<file path="config.mk">
export PLATFORM = sky130hd
export DESIGN_NAME = hbc_ctrl
export DESIGN_NICKNAME = d
export VERILOG_FILES = /design/src/shared/hbc_pkg.sv /design/src/rtl/hbc_pwm.sv /design/src/rtl/hbc_ctrl.sv
export SDC_FILE = /design/constraint.sdc
export NUM_CORES = 1
export LEC_CHECK = 0
export BUFFER_PORTS_ARGS = -buffer_cell sky130_fd_sc_hd__buf_2
export CAP_MARGIN = 20
export CELL_PAD_IN_SITES_DETAIL_PLACEMENT = 0
export CELL_PAD_IN_SITES_GLOBAL_PLACEMENT = 1
export CORE_UTILIZATION = 30
export DETAILED_ROUTE_END_ITERATION = 12
export HOLD_SLACK_MARGIN = 0.1
export MAX_ROUTING_LAYER = met4
export PLACE_DENSITY_LB_ADDON = 0.1
export SETUP_SLACK_MARGIN = 0.5
export SKIP_LAST_GASP = 1
export SLEW_MARGIN = 30
export SYNTH_ARGS = -nofsm -noshare
export SYNTH_HDL_FRONTEND = slang
export SYNTH_SLANG_ARGS = --single-unit
</file>
<file path="constraint.sdc">
create_clock -name clk_sys -period 2 [get_ports clk_sys]
set_input_delay 0.2 -clock clk_sys [delete_from_list [all_inputs] [get_ports clk_sys]]
set_output_delay 0.2 -clock clk_sys [all_outputs]
set_load 0.05 [all_outputs]
</file>
<file path="src/shared/hbc_pkg.sv">
// Package for the dual H-bridge host controller
package hbc_pkg;
    // Command modes per bridge
    typedef enum logic [2:0] {
        HBC_COAST = 3'h0,
        HBC_FWD   = 3'h1,
        HBC_REV   = 3'h2,
        HBC_BRAKE = 3'h3
    } hbc_cmd_e;

    // Decay style used while modulating
    typedef enum logic {
        HBC_SLOW = 1'b0,
        HBC_FAST = 1'b1
    } hbc_decay_e;

    // Per-bridge command from the user side
    typedef struct packed {
        hbc_cmd_e   mode;
        hbc_decay_e decay;
        logic       pwm_en;
        logic [7:0] duty;
    } hbc_cmd_s;

    // Pin pair toward one bridge
    typedef struct packed {
        logic in_one;
        logic in_two;
    } hbc_pins_s;

    localparam int    HBC_CLK_HZ       = 20_000_000;
    localparam int    HBC_PWM_MAX_HZ   = 100_000;
    localparam int    HBC_PWM_STEPS    = 256;
    // Step rate so that one full period is never faster than the limit
    localparam int    HBC_STEP_HZ      = HBC_PWM_MAX_HZ * HBC_PWM_STEPS;
    localparam int    HBC_DIV_CYC_RAW  = (HBC_CLK_HZ + HBC_STEP_HZ - 1) / HBC_STEP_HZ;
    localparam int    HBC_DIV_CYC      = (HBC_DIV_CYC_RAW < 1) ? 1 : HBC_DIV_CYC_RAW;
    localparam int    HBC_DIV_W        = 8;
    localparam logic [HBC_DIV_W-1:0] HBC_DIV_LAST = HBC_DIV_W'(HBC_DIV_CYC - 1);
    localparam logic [7:0] HBC_DUTY_RST = 8'h00;
endpackage

</file>
<file path="src/rtl/hbc_pwm.sv">
// Shared PWM step divider and ramp for both bridges
`timescale 1ns/1ps
module hbc_pwm
    import hbc_pkg::*;
(
    input  wire logic       clk_sys,  // System clock
    input  wire logic       rst,      // Async reset
    output logic [7:0]      ramp_q    // PWM ramp value
);
    logic [HBC_DIV_W-1:0] div_q;
    wire                  step_en = (div_q == HBC_DIV_LAST);

    always_ff @(posedge clk_sys or posedge rst) begin
        if (rst) begin
            div_q  <= '0;
            ramp_q <= 8'h00;
        end else begin
            div_q <= step_en ? '0 : div_q + 1'b1;
            if (step_en) begin
                ramp_q <= ramp_q + 8'h01;
            end
        end
    end
endmodule // hbc_pwm

</file>
<file path="src/rtl/hbc_ctrl.sv">
// Host controller driving the input pins of a dual H-bridge driver
// How it works
// - Host holds inputs steady for full drive or modulates for speed.
// - Modulation never exceeds the supported maximum frequency.
// - Preferred modulation alternates drive with brake.
// - Fast decay modulates one input, other held low.
// - Slow decay holds one input high, modulates the other.
// - Parallel mode ties first inputs together and second inputs together.
`timescale 1ns/1ps
module hbc_ctrl
    import hbc_pkg::*;
(
    input  wire logic     clk_sys,            // System clock, 20 MHz
    input  wire logic     rst,                // Async reset, active high
    input  wire logic     awake_req,          // Request device awake
    input  wire logic     parallel_en,        // Parallel bridge mode
    input  wire hbc_cmd_s cmd_a,              // Bridge A command
    input  wire hbc_cmd_s cmd_b,              // Bridge B command (unused in parallel)
    input  wire logic     fault_indicator_n,  // Device fault pin, async
    output logic          low_power_request_n,// Sleep pin to device
    output logic          bridge_a_input_one, // Bridge A input one
    output logic          bridge_a_input_two, // Bridge A input two
    output logic          bridge_b_input_one, // Bridge B input one
    output logic          bridge_b_input_two, // Bridge B input two
    output logic          fault_q             // Synchronised fault, active high
);
    logic [7:0] ramp;
    logic       flt_s1_q;
    logic       flt_s2_q;

    hbc_pwm u_pwm (
        .clk_sys (clk_sys),
        .rst     (rst),
        .ramp_q  (ramp)
    );

    // Map a command plus PWM phase to an input pin pair
    function automatic hbc_pins_s pin_map(input hbc_cmd_s c, input logic [7:0] r);
        logic on;
        hbc_pins_s p;
        on = !c.pwm_en || (r < c.duty);
        p  = '{in_one: 1'b0, in_two: 1'b0};
        unique case (c.mode)
            HBC_FWD: begin
                if (c.decay == HBC_FAST) begin
                    p = '{in_one: on, in_two: 1'b0};
                end else begin
                    p = '{in_one: 1'b1, in_two: !on};
                end
            end
            HBC_REV: begin
                if (c.decay == HBC_FAST) begin
                    p = '{in_one: 1'b0, in_two: on};
                end else begin
                    p = '{in_one: !on, in_two: 1'b1};
                end
            end
            HBC_BRAKE: p = '{in_one: 1'b1, in_two: 1'b1};
            default:   p = '{in_one: 1'b0, in_two: 1'b0};
        endcase
        return p;
    endfunction

    wire hbc_pins_s pins_a = pin_map(cmd_a, ramp);
    // Parallel mode: both bridges carry the same pair, avoiding fighting outputs
    wire hbc_pins_s pins_b = parallel_en ? pins_a : pin_map(cmd_b, ramp);

    always_ff @(posedge clk_sys or posedge rst) begin
        if (rst) begin
            low_power_request_n <= 1'b0;
            bridge_a_input_one  <= 1'b0;
            bridge_a_input_two  <= 1'b0;
            bridge_b_input_one  <= 1'b0;
            bridge_b_input_two  <= 1'b0;
        end else begin
            low_power_request_n <= awake_req;
            // Inputs stay valid even asleep; the device tolerates that
            bridge_a_input_one  <= pins_a.in_one;
            bridge_a_input_two  <= pins_a.in_two;
            bridge_b_input_one  <= pins_b.in_one;
            bridge_b_input_two  <= pins_b.in_two;
        end
    end

    // Fault pin comes from outside: two-stage synchroniser
    always_ff @(posedge clk_sys or posedge rst) begin
        if (rst) begin
            flt_s1_q <= 1'b1;
            flt_s2_q <= 1'b1;
            fault_q  <= 1'b0;
        end else begin
            flt_s1_q <= fault_indicator_n;
            flt_s2_q <= flt_s1_q;
            fault_q  <= !flt_s2_q;
        end
    end

    // Step counter: full PWM period never shorter than the limit
    logic [HBC_DIV_W-1:0] chk_q;
    always_ff @(posedge clk_sys or posedge rst) begin
        if (rst) begin
            chk_q <= '0;
        end else begin
            chk_q <= (chk_q == HBC_DIV_LAST) ? '0 : chk_q + 1'b1;
        end
    end

    // Bridge B owns its pins only outside parallel mode
    wire logic b_own = !parallel_en;
endmodule // hbc_ctrl

</file>
==> out/metrics.yaml, run 1 <==
rr_startpoint: "u_pwm.ramp_q[6]"
detail-route-antenna-nets: 0
synth_cell_types: 35
min_path_type: "in -> reg"
wl_per_cell_microns: 12.2
worstPathRequired_ps: 2140
diodes: 0
cts_root_buf: "clkbuf_8"
die_w_microns: 72.1
antenna_found_initial: 0
die_h_microns: 72.1
synth_nets: 199
cts_buffers: 3
slew_headroom: 0.694
finalCritPeriodShare: 0.980
holdPathEnd: "bridge_b_input_one"
outcome: "completed"
place_area_sq_um: 1850
clk_latency_ps: 260
grt_max_degree: 25
worstSetupPathType: "reg -> reg"
wl_mm: 3.45
r2r_cells: 6
start_util: 0.312
finalPower_uw: 1010
hold_violations: 0
max_stage_delay_ps: 460
async_reset_ff_frac: 1.00
syn_avg_cell_area_sq_um: 9.77
first_global_vias: 1350
synth_cells: 151
initialDrtViolationCount: 26
gp_congestion: 0.756
critPathCaptureType: "register"
vias: 1302
leakage_uw: 0.00107
synthDominantCellAreaShare: 0.373
ys_ff_latch: 24
path_cells: "ha_4 > nand2_4 > nor4b_4 > a22oi_2 > mux2_1 > or3_1"
dp_hpwl_mm: 2.59
overflow: 0
syn2layout_area_growth_pct: 45.4
clock_path_buffers: 2
worst_path_max_delay_cell: "dfrtp_2"
ys.flop_type: "dfrtp_1"
h-tree-depth: 1
row_count: 25
syn_area_sq_um: 1480
vdd_ir_drop_max_v: 0.000213
crit_fanout: 3
first_pass_iters: 4
ios: 37
ff2ff_setup_slack_ps: 40
pwr_density_cell_nw_per_um2: 471
synth_area_leader_cell: "dfrtp_1"
synth_edf_count: 0
finClkSkew_ps: 6.63
cts_tree: "yes"
clk_pin_slew_worst_paths_ps: 90
viasPerCell: 4.62
yosysSeqAreaShare: 0.409
rsz0062_at_grt: "yes"
worstMarginPinSlew_ps: 458
setup_viol_count_final: 0
grt_pass1_wl_mm: 5.62
crit_arrival_ps: 2100
grt_usage: 0.141
holdPathStages: 3
drive_gt1_frac: 0.423
reg.largest.list: "u_pwm.div_q (8), u_pwm.ramp_q (8)"
coreArea_sq_um: 4720
cts_num_sinks: 24
fin_area_sq_um: 2140
hp-start: "cmd_b[10]"
die_area_sq_um: 5200
maxSlewViolCount: 0
fin_crit_ps: 1960
drc: 0
max-cap-violations: 0
cp-start-kind: "register"
fmax_mhz: 510
yosysWarnings: 0
io_buffers: 36
r2r_end: "bridge_b_input_two"
nets: 264
synth_area_leaders: "dfrtp_1, ha_1, xnor2_1"
layout by cell type, fill, tap and decap left out, drive strengths merged, types with 2 or more instances in the layout:
master | synthesis | routed
nand4 | 6 | 6
and3 | 4 | 4
a31oi | 3 | 3
dfrtp | 22 | 22
nor2 | 10 | 10
nand2 | 9 | 9
nand3 | 9 | 9
o311ai | 3 | 3
inv | 22 | 22
buf | 1 | 58
nor3b | 3 | 3
a21oi | 6 | 6
ha | 17 | 17
dlygate4sd3 | 0 | 3
xor2 | 3 | 3
nor2b | 2 | 2
mux2 | 2 | 2
xnor2 | 10 | 10
a211o | 3 | 3
o21ai | 4 | 4
clkbuf | 0 | 4
dfstp | 2 | 2
cells by family (layout without fill, tap and decap cells):
logic type	Yosys count	after routing	share of synthesized area
multiplexers	3	3	0.0221
flip-flops	24	24	0.409
XOR/XNOR	13	13	0.0772
buffers and inverters	23	87	0.0594
adder cells (fa/ha/maj)	17	17	0.144
AO/OA/AOI/OAI	22	22	0.105
AND/OR/NAND/NOR	49	49	0.183
cells in the mapped netlist (all sizes together) (2+ instances only):
| cell type | n |
|---|---|
| nor2b | 2 |
| dfrtp | 22 |
| nor3b | 3 |
| a21oi | 6 |
| inv | 22 |
| xor2 | 3 |
| o311ai | 3 |
| o21ai | 4 |
| a31oi | 3 |
| nor2 | 10 |
| a211o | 3 |
| nand2 | 9 |
| nand3 | 9 |
| xnor2 | 10 |
| ha | 17 |
| mux2 | 2 |
| dfstp | 2 |
| and3 | 4 |
| nand4 | 6 |
power breakdown:
| group | internal (uW) | total (uW) | switching [uW] |
|---|---|---|---|
| clock | 175 | 325 | 150 |
| combinational | 76.1 | 185 | 109 |
| sequential | 498 | 501 | 2.98 |
worst max path at each step:
stage,endpoint,slack [ps],from
3_5_place_dp,bridge_b_input_two,-20,u_pwm.ramp_q[1]
4_1_cts,bridge_b_input_two,30,u_pwm.ramp_q[4]
2_1_floorplan,bridge_b_input_two,110,u_pwm.ramp_q[7]
6_report,bridge_b_input_two,40,u_pwm.ramp_q[6]
3_3_place_gp,bridge_b_input_two,4,u_pwm.ramp_q[3]
5_1_grt,bridge_b_input_two,-5,u_pwm.ramp_q[6]
routing by layer:
| layer | part of all wire | global-route usage |
|---|---|---|
| met5 | 0 | - |
| met4 | 0.0052 | 0.0327 |
| met3 | 0.020 | 0.0167 |
| met2 | 0.54 | 0.265 |
| met1 | 0.43 | 0.160 |
final cells by class:
cell class	instances	area (sq um)
Fill cell	470	2580
Multi-Input combinational cell	104	937
Sequential cell	24	607
Timing Repair Buffer	61	379
Tap cell	67	83.8
Inverter	22	82.6
Clock buffer	4	55.1
critical path: cells and delay by family, from the launching register on:
kind | cells | cell delay (ps)
AOI/OAI and AO/OA | 1 | 120
adders and majority gates | 1 | 290
muxes | 1 | 310
DFF | 1 | 460
and+or+nand+nor | 3 | 670
what timing repair did:
action | 4_1_cts | 5_1_grt
setup endpoints to repair | 8 | 7
hold buffers | 3 | 0
hold endpoints to repair | 24 | 0
resized for setup | 8 | 13
pin swaps | 10 | 7
buffers inserted | 9 | 6
metrics by stage:
step / utilization / hold WS [ps] / setup slack [ps] / setup TNS (ps) / instances
CTS: 0.432 / 203 / 33.1 / 0 / 276
finish: 0.454 / 204 / 39.6 / 0 / 282
floorplan: - / 204 / 111 / 0 / 151
global placement: 0.391 / 260 / 3.71 / 0 / 260
detailed placement: 0.391 / 263 / -16.9 / -16.9 / 260
global route: 0.454 / 232 / -5.40 / -5.40 / 282
Power figures use the tool's default switching activity.
==> inputs of run 2 (changes only) <==
- CELL_PAD_IN_SITES_DETAIL_PLACEMENT: 0 -> 2
- CELL_PAD_IN_SITES_GLOBAL_PLACEMENT: 1 -> 2
- CORE_UTILIZATION: 30 -> 29
- SKIP_LAST_GASP: 1 -> default
==> out/metrics.yaml, run 2 (synthesis gave the netlist of run 1 again) <==
outcome: "completed"
place_area_sq_um: 1840
first_global_vias: 1488
fin_area_sq_um: 2110
cts_root_buf: "clkbuf_8"
leakage_uw: 0.00106
clock_path_buffers: 2
detail-route-antenna-nets: 0
holdPathStages: 3
clk_pin_slew_worst_paths_ps: 80
min_path_type: "in -> reg"
start_util: 0.306
die_h_microns: 73.3
finClkSkew_ps: 1.77
hp-start: "cmd_b[10]"
worstSetupPathType: "reg -> reg"
holdPathEnd: "bridge_b_input_one"
die_w_microns: 73.3
power_frac_clock: 0.324
worstMarginPinSlew_ps: 448
cts_tree: "yes"
gp_congestion: 0.761
coreArea_sq_um: 4820
vdd_ir_drop_max_v: 0.000253
grt_pass1_wl_mm: 6.87
crit_fanout: 3
final_cell_mix: "buf_2, inv_1, dfrtp_1, ha_1, buf_4"
ios: 37
grt_max_degree: 25
viasPerCell: 4.77
critPathCaptureType: "register"
grt_usage: 0.171
die_area_sq_um: 5380
p_int_uw: 746
hold_violations: 0
finalCritPeriodShare: 0.982
max-cap-violations: 0
drc: 0
maxSlewViolCount: 0
diodes: 0
crit_arrival_ps: 2110
rsz0062_at_grt: "yes"
switchingPower_uw: 269
r2r_cells: 6
swShare: 0.265
final_common_cell: "buf_2"
setup_viol_count_final: 0
ff2ff_setup_slack_ps: 40
row_count: 25
initialDrtViolationCount: 20
vias: 1307
syn2layout_area_growth_pct: 43.3
dp_hpwl_mm: 3.19
h-tree-depth: 1
reg.largest.list: "u_pwm.div_q (8), u_pwm.ramp_q (8)"
io_buffers: 36
wl_mm: 4.18
cts_num_sinks: 24
worstPathRequired_ps: 2150
clk_latency_ps: 260
rr_startpoint: "u_pwm.ramp_q[7]"
cp-start-kind: "register"
overflow: 0
wl_per_cell_microns: 15.2
drive_gt1_frac: 0.401
first_pass_iters: 3
antenna_found_initial: 0
r2r_end: "bridge_b_input_two"
fmax_mhz: 509
power_frac_comb: 0.184
cts_buffers: 3
hold_ws_ps: 189
nets: 256
slew_headroom: 0.700
seq_power_share: 0.493
fin_crit_ps: 1960
pwr_density_cell_nw_per_um2: 481
## run 2: changes by cell type in the layout (fill, tap and decap cells not counted), moves of 2 or more
cell	before	now
buf_4	21	12
ha_1	11	13
o311ai_2	2	0
o311ai_4	1	3
xnor2_1	10	8
xnor2_2	0	2
## run 2: worst max-delay path by stage
stage,depth (start not counted),startpoint,endpoint
after CTS,6,u_pwm.ramp_q[4],bridge_b_input_two
after global placement,6,u_pwm.ramp_q[3],bridge_b_input_two
after floorplan,6,u_pwm.ramp_q[7],bridge_b_input_two
after global routing,6,u_pwm.ramp_q[3],bridge_b_input_two
after detailed placement,6,u_pwm.ramp_q[1],bridge_b_input_two
final,6,u_pwm.ramp_q[7],bridge_b_input_two
## run 2: worst max-delay path, stage by stage, from the launching register on
cell     delay [ps]
dfrtp_2         440
ha_4            290
nand2_4          50
nor4b_4         300
a22oi_1         140
mux2_1          320
or3_1           300
## run 2: layout make-up
class,count,area [sq um]
fillers,544,2700
multi-input cells,104,962
flip-flops and latches,24,607
repair buffers,53,323
well taps,67,83.8
inverters,22,82.6
clock buffers,4,55.1
## run 2: through the flow
stage	worst slack (ps)	setup TNS, ps	instances	util	power (uW)
after floorplan	111	0	151	-	612
after global placement	23.1	0	259	0.382	672
after detailed placement	-30.5	-30.5	259	0.382	679
after CTS	7.03	0	271	0.417	1020
after global routing	-79.4	-79.4	274	0.439	1060
final	35.7	0	274	0.439	1020
## run 2: what timing repair did
action                                  in CTS  in global routing
pin swaps                                    8                  4
hold buffers                                 3                  0
hold endpoints to repair                    24                  0
buffers inserted                             5                  3
endpoints found under the setup margin      11                 10
gates resized for setup                     13                 13
## run 2: power by group through the flow
stage / Clock [uW] / Sequential [uW] / Combinational, uW
floorplan: 0 / 544 / 67.7
global placement: 0 / 510 / 162
detailed placement: 0 / 510 / 169
CTS: 338 / 501 / 177
global route: 356 / 502 / 206
finish: 329 / 500 / 186
## run 2: metal layers
layer	wire, microns	GRT usage
met2	2360	0.325
met4	41	0.0449
met5	0	-
met1	1710	0.193
met3	72	0.0123
